<file path="src/include/pmca_regs.vh">
// register map, field positions and timing constants of the power monitor config block
`ifndef PMCA_REGS_VH
`define PMCA_REGS_VH
`define PMCA_CMD_CONFIG     8'hd0
`define PMCA_CMD_READ_VOUT  8'h8b
`define PMCA_CMD_READ_IOUT  8'h8c
`define PMCA_CMD_READ_POUT  8'h96
`define PMCA_CFG_RESET      16'h0000
`define PMCA_AVG_LSB        0
`define PMCA_AVG_MSB        3
`define PMCA_AVG_MAX        4'h8
`define PMCA_SHDN_BIT       4
`define PMCA_EXTERNAL_TIMEBASE_PIN_BIT     5
`define PMCA_SEL_LSB        6
`define PMCA_SEL_MSB        7
`define PMCA_ALERT_MODE_BIT 8
`define PMCA_THR_LSB        9
`define PMCA_THR_MSB        15
`define PMCA_SEL_POWER      2'h0
`define PMCA_SEL_VOLTAGE    2'h1
`define PMCA_SEL_CURRENT    2'h2
`define PMCA_CLK_MHZ        200
`define PMCA_MS_US          1000
`define PMCA_MS_CYCLES      (`PMCA_CLK_MHZ * `PMCA_MS_US)
`define PMCA_EXT_EDGES_MS   32'h0000_0001
`endif

</file>
<file path="src/verilog/pmca_core.v">
// configuration word, output register and alert logic of the power monitor
`include "pmca_regs.vh"
module pmca_core (
  input  wire        clk,
  input  wire        rst,
  input  wire        external_timebase_pin,
  input  wire        cmd_write,
  input  wire        cmd_read,
  input  wire [7:0]  cmd_code,
  input  wire [15:0] cmd_wdata,
  output reg  [15:0] cmd_rdata,
  output reg         cmd_ack,
  input  wire [9:0]  power_sample,
  input  wire [9:0]  voltage_sample,
  input  wire [9:0]  current_sample,
  output reg         measure_shutdown,
  output reg  [1:0]  measure_select,
  output wire        alert_out,
  output wire        alert_oe
);
  reg  [15:0] config_word;
  reg  [15:0] result;
  reg         alert_low;
  reg         thr_mode_q;
  reg  [3:0]  avg_exp;
  reg         use_ext;
  reg  [2:0]  ext_sync;
  reg  [31:0] tick_cnt;
  reg  [8:0]  ms_cnt;
  reg         ext_level;
  reg         next_cmd_ack;
  reg  [15:0] next_cmd_rdata;
  reg  [15:0] next_config_word;
  reg  [3:0]  next_avg_exp;
  reg         next_alert_low;
  reg  [31:0] next_tick_cnt;
  reg  [8:0]  next_ms_cnt;
  wire        ext_rise;
  wire        ms_tick;
  wire        interval_done;
  wire        load_result;
  wire [9:0]  chosen;
  wire [6:0]  threshold;
  wire        above;
  wire        thr_mode;
  wire        cfg_hit;
  wire        out_hit;
  wire        is_read_out;
  wire [3:0]  req_exp;
  wire [8:0]  last_ms;

  // three-stage sampler; edge counted once stages two and three agree
  always @(posedge clk) begin
    if (rst) begin
      ext_sync  <= 3'h0;
      ext_level <= 1'b0;
    end else begin
      ext_sync <= {ext_sync[1:0], external_timebase_pin};
      if (ext_sync[1] == ext_sync[2])
        ext_level <= ext_sync[2];
    end
  end
  assign ext_rise = (ext_sync[1] == ext_sync[2]) && ext_sync[2] && !ext_level;

  // one millisecond base, from internal count or external edges
  assign ms_tick = use_ext ? (ext_rise && tick_cnt >= `PMCA_EXT_EDGES_MS - 32'h0000_0001)
                           : (tick_cnt == `PMCA_MS_CYCLES - 1);
  assign last_ms       = (9'h001 << avg_exp) - 9'h001;
  assign interval_done = ms_tick && (ms_cnt == last_ms);
  assign load_result   = interval_done && !measure_shutdown;

  // counters cleared in shutdown so a wake-up starts a full interval
  always @* begin
    next_tick_cnt = tick_cnt;
    next_ms_cnt   = ms_cnt;
    if (measure_shutdown) begin
      next_tick_cnt = 32'h0000_0000;
      next_ms_cnt   = 9'h000;
    end else begin
      if (ms_tick)
        next_tick_cnt = 32'h0000_0000;
      else if (!use_ext || ext_rise)
        next_tick_cnt = tick_cnt + 32'h0000_0001;
      if (interval_done)
        next_ms_cnt = 9'h000;
      else if (ms_tick)
        next_ms_cnt = ms_cnt + 9'h001;
    end
  end

  always @(posedge clk) begin
    if (rst) begin
      tick_cnt <= 32'h0000_0000;
      ms_cnt   <= 9'h000;
    end else begin
      tick_cnt <= next_tick_cnt;
      ms_cnt   <= next_ms_cnt;
    end
  end

  assign cfg_hit     = (cmd_code == `PMCA_CMD_CONFIG);
  assign is_read_out = (cmd_code == `PMCA_CMD_READ_VOUT) || (cmd_code == `PMCA_CMD_READ_IOUT) ||
                       (cmd_code == `PMCA_CMD_READ_POUT);
  assign out_hit     = cmd_read && is_read_out;

  // host command port; config writes, reads answered next cycle
  always @* begin
    next_config_word = config_word;
    next_cmd_ack     = 1'b0;
    next_cmd_rdata   = cmd_rdata;
    if (cmd_write && cfg_hit) begin
      next_config_word = cmd_wdata;
      next_cmd_ack     = 1'b1;
    end
    if (cmd_read) begin
      if (cfg_hit) begin
        next_cmd_rdata = config_word;
        next_cmd_ack   = 1'b1;
      end else if (is_read_out) begin
        next_cmd_rdata = result;
        next_cmd_ack   = 1'b1;
      end else begin
        // refused codes, reserved ones too, read as zero and get no ack
        next_cmd_rdata = 16'h0000;
      end
    end
  end

  always @(posedge clk) begin
    if (rst) begin
      config_word <= `PMCA_CFG_RESET;
      cmd_rdata   <= 16'h0000;
      cmd_ack     <= 1'b0;
    end else begin
      config_word <= next_config_word;
      cmd_rdata   <= next_cmd_rdata;
      cmd_ack     <= next_cmd_ack;
    end
  end

  // exponents above eight are clamped rather than wrapped
  assign req_exp = config_word[`PMCA_AVG_MSB:`PMCA_AVG_LSB];
  always @* begin
    next_avg_exp = req_exp;
    if (req_exp > `PMCA_AVG_MAX)
      next_avg_exp = `PMCA_AVG_MAX;
  end

  // averaging, timebase and selection follow the word only at interval end or while shut down, so a running average is never cut
  always @(posedge clk) begin
    if (rst) begin
      avg_exp          <= 4'h0;
      use_ext          <= 1'b0;
      measure_select   <= `PMCA_SEL_POWER;
      measure_shutdown <= 1'b0;
    end else begin
      measure_shutdown <= config_word[`PMCA_SHDN_BIT];
      if (interval_done || measure_shutdown) begin
        avg_exp        <= next_avg_exp;
        use_ext        <= config_word[`PMCA_EXTERNAL_TIMEBASE_PIN_BIT];
        measure_select <= config_word[`PMCA_SEL_MSB:`PMCA_SEL_LSB];
      end
    end
  end

  // pattern 11 is left to the master to avoid; treated as power here
  assign chosen = (measure_select == `PMCA_SEL_VOLTAGE) ? voltage_sample :
                  (measure_select == `PMCA_SEL_CURRENT) ? current_sample : power_sample;

  always @(posedge clk) begin
    if (rst)
      result <= 16'h0000;
    else if (load_result)
      result <= {chosen, 6'h00};
  end

  assign thr_mode  = config_word[`PMCA_ALERT_MODE_BIT];
  assign threshold = config_word[`PMCA_THR_MSB:`PMCA_THR_LSB];
  // result bits 15..8 are count bits 9..2; threshold taken as non-negative
  assign above = ($signed(result[15:8]) > $signed({1'b0, threshold}));

  // new-data flag: a load in the same cycle as a read wins, so no result goes unannounced
  always @* begin
    next_alert_low = alert_low;
    if (thr_mode)
      next_alert_low = above;
    else if (load_result)
      next_alert_low = 1'b1;
    else if (out_hit)
      next_alert_low = 1'b0;
    else if (thr_mode_q)
      next_alert_low = 1'b0;
  end

  always @(posedge clk) begin
    if (rst) begin
      alert_low  <= 1'b0;
      thr_mode_q <= 1'b0;
    end else begin
      alert_low  <= next_alert_low;
      thr_mode_q <= thr_mode;
    end
  end

  // open drain: the pin is only ever pulled low, never driven high
  assign alert_out = 1'b0;
  assign alert_oe  = alert_low;
endmodule
</file>
<file path="config.mk">
export PLATFORM = sky130hd
export DESIGN_NAME = pmca_core
export DESIGN_NICKNAME = d
export VERILOG_FILES = /design/src/verilog/pmca_core.v
export VERILOG_INCLUDE_DIRS = /design/src /design/src/include
export SDC_FILE = /design/constraint.sdc
export NUM_CORES = 1
export LEC_CHECK = 0
export BUFFER_PORTS_ARGS = -buffer_cell sky130_fd_sc_hd__buf_2
export CAP_MARGIN = 20
export CORE_UTILIZATION = 56
export CTS_CLUSTER_SIZE = 30
export DETAILED_ROUTE_END_ITERATION = 6
export PLACE_DENSITY_LB_ADDON = 0.1
export SLEW_MARGIN = 0
export SYNTH_ARGS = -nofsm -noshare
export SYNTH_HDL_FRONTEND = slang
export SYNTH_SLANG_ARGS = --single-unit
</file>
<file path="constraint.sdc">
create_clock -name clk -period 3.1 [get_ports clk]
set_input_delay 0.62 -clock clk [delete_from_list [all_inputs] [get_ports clk]]
set_output_delay 0.62 -clock clk [all_outputs]
set_load 0.01 [all_outputs]
</file>
==> results.toml <==
[route]
vias_per_cell = 5.48
drt-initial-drc-count = 75
wl_per_cell_um = 13.2
drc = 0
dr.pass1.iters = 4
vias = 4238
drt_wl_total_mm = 10.2
drtAntennaViolNets = 0

[synth]
synth_area_um2 = 4880
synthFlopType = "dfxtp_1"
yosysSeqAreaShare_pct = 40.2
ys_ff_latch = 98
synthTopCellsByArea = "dfxtp_1 (40%), a21oi_1 (6.4%), nor2_1 (6.3%)"
async_reset_ff_share_pct = 0
synth_cells = 598
yosys_warnings = 0
synth.largest_area_cell = "dfxtp_1"
syn-mean-instance-area_um2 = 8.16
synth_edf_count = 0
synth_top_area_share_pct = 40.2
synth_nets = 668
ys_types = 53

[power]
power.share.sequential_pct = 54.7
clockPowerShare_pct = 39.8
pwr_density_cell_nw_per_um2 = 420
p_leak_nw = 2.10
power_switching_uw = 538
swShare_pct = 23.0
combPwrFrac_pct = 5.5
peakVddDrop_v = 0.000443
finalPower_mw = 2.34
p_int_mw = 1.80

[worst_setup_path]
setup.worst_path.start = "avg_exp[3]$_SDFFE_PP0P_"
rr_startpoint = "avg_exp[3]$_SDFFE_PP0P_"
arrival_ps = 3000
critical_path_class = "flop to flop"
worstPathRequired_ps = 3320
critical_path.reg2reg.endpoint = "result[7]$_SDFFE_PP0P_"
end_kind = "flop"
rr_worst_depth = 10
cp_max_fo = 15
critPathLaunchType = "flop"
timing.reg2reg.setup_slack_ps = 320

[timing]
finalCriticalPeriod_ps = 2780
finalHoldViolCount = 0
rsz0062_at_grt = "false"
setup_viol = 0
final-max-slew-violation-count = 0
skew_ps = 13.9
period_share_pct = 89.7
hold_slack_ps = 456
fin_tns_setup_ps = 0
slew_headroom_pct = 51.4
setup_ws_ps = 318
max_freq_ghz = 0.359
tightest_slew_ps = 729

[die]
ios = 81
start_util_pct = 58.5
die_width_um = 95.3
coreArea_um2 = 8340
dieArea_um2 = 9090
die_h_um = 95.3
num_rows = 33

[finish]
fin_area_um2 = 5570
final_util_pct = 66.7
layout-drive-gt1-share_pct = 17.2
nNetsFinal = 733
nFillCells = 715
layoutNonFillerInstCount = 773
n_antenna_cell = 0
area_growth_pct = 14.1

[clock_tree]
cts-hold-fix-buffers = 0
clkSinkCount = 98
clk_pin_slew_ps = 100
cts_buffers = 9
cts_tree = "done"
clockBufferDepth = 2
root_buffer = "clkbuf_8"
insertion_delay_ps = 360
ctsHtreeMaxLevel = 3

[placement]
dp_cells = 757
dp.final_hpwl_mm = 7.41
place.port_buffers = 79
gp_congestion = 0.869
dp_slack_ps = 234
postPlaceCellArea_um2 = 5330

[worst_hold_path]
min-delay-start = "ext_sync[0]$_SDFF_PP0_"
min_path_type = "flop to flop"
min_to = "ext_sync[1]$_SDFF_PP0_"
min_delay_path_depth = 1

[global_routing]
met2_usage_pct = 42.3
overflow = 0
grt_use_met3_pct = 5.50
grt_usage_pct = 23.6
grt_pass1_vias = 3887
grt_pass1_wl_mm = 16.9
antenna_found_initial = 0
top_usage_layer = "met2"
grt_max_degree = 41
grtUsageMet1_pct = 28.1

[job]
max_cap_viol_count = 0

[outcome]
status = "completed"
-- worst max-delay path, cell delays in order (launching register included) --
cell       delay (ps)
dfxtp_1           610
nand3b_1          180
ha_2              320
xnor2_1           180
mux2i_1           100
o41ai_1           270
o2111ai_1         250
nor3_2            170
buf_4             260
mux2i_1           220
nor2_1             60
-- routing by layer --
metal	vias to the layer above	share of wire [%]
met1	1954	47
met3	11	3.3
met5	-	0
met4	0	1.3
met2	79	49
li1	2194	-
-- sequential cells by signal, indices dropped and copies added (netlist names) --
| name | cells |
|---|---|
| ms_cnt | 9 |
| ext_level | 1 |
| measure_select | 2 |
| tick_cnt | 32 |
| config_word | 16 |
| cmd_rdata | 16 |
| use_ext | 1 |
| alert_oe | 1 |
| cmd_ack | 1 |
| ext_sync | 3 |
| result | 10 |
| thr_mode_q | 1 |
| avg_exp | 4 |
| measure_shutdown | 1 |
-- cells in the mapped netlist, types with 3 or more instances --
master	instances
dfxtp_1	98
nor3_1	6
and4_1	4
or3_1	8
xnor2_1	19
o31ai_1	4
clkbuf_1	30
nand2_1	70
nor2b_1	20
a21oi_1	62
a211oi_1	12
nand2b_1	11
ha_1	11
xor2_1	19
and2_1	3
o21ai_0	13
nor3b_1	5
nand4_1	8
nor2_1	82
mux2i_1	28
nor4_1	7
nand3_1	20
and3_1	5
inv_1	16
-- layout by cell type (no fill, tap or decap), drive strengths merged, types with 7 or more instances in the layout --
cell	netlist	layout
or3	8	8
nand4	9	9
o21ai	14	14
nor2b	20	20
nor4	8	8
clkbuf	30	9
nand2b	11	11
inv	16	20
dfxtp	98	98
nand2	70	70
buf	5	89
ha	11	11
nand3	20	20
mux2i	28	28
nor3	7	7
xor2	19	19
xnor2	19	19
nor2	82	82
a211oi	12	12
a21oi	62	62
-- how the worst max path moves through the flow --
stage | endpoint | cells past startpoint | slack, ps
floorplan | result[15]$_SDFFE_PP0P_ | 13 | 440
global placement | result[6]$_SDFFE_PP0P_ | 11 | 340
detailed placement | result[7]$_SDFFE_PP0P_ | 11 | 230
CTS | result[7]$_SDFFE_PP0P_ | 11 | 190
global route | result[7]$_SDFFE_PP0P_ | 10 | 5
finish | result[7]$_SDFFE_PP0P_ | 10 | 320
-- power groups by stage --
| stage | clock, mW | combinational (mW) | sequential, mW |
|---|---|---|---|
| 2_1_floorplan | 0 | 0.0692 | 1.31 |
| 6_report | 0.930 | 0.129 | 1.28 |
| 5_1_grt | 1.01 | 0.144 | 1.28 |
| 4_1_cts | 0.955 | 0.130 | 1.28 |
| 3_5_place_dp | 0 | 0.129 | 1.31 |
| 3_3_place_gp | 0 | 0.125 | 1.31 |
-- logic make-up (layout without fill, tap and decap cells) --
kind of cell               Yosys count  in the layout  share of synthesized area, %
DFF                                 98             98                          40.2
other                                1              1                        0.0769
and+or+nand+nor                    262            262                          26.4
adders and majority gates           11             11                          2.82
buffers and inverters               51            121                          4.23
xor gates and xnor gates            38             38                          6.82
AOI/OAI and AO/OA                  109            109                          13.7
muxes                               28             28                          5.75
-- what timing repair did --
action,CTS,global route
setup endpoints to repair,0,15
buffers inserted,0,0
gates resized for setup,0,2
-- layout make-up --
class                   count  area (um^2)  share of cell area [%]
inverters                  16         60.1                    1.08
repair buffers             89          470                    8.45
well taps                 105          131                    2.36
clock inverters             7          105                    1.89
multi-input cells         449         2710                    48.7
clock buffers               9          124                    2.23
flip-flops and latches     98         1960                    35.3
Power figures use the tool's default switching activity.
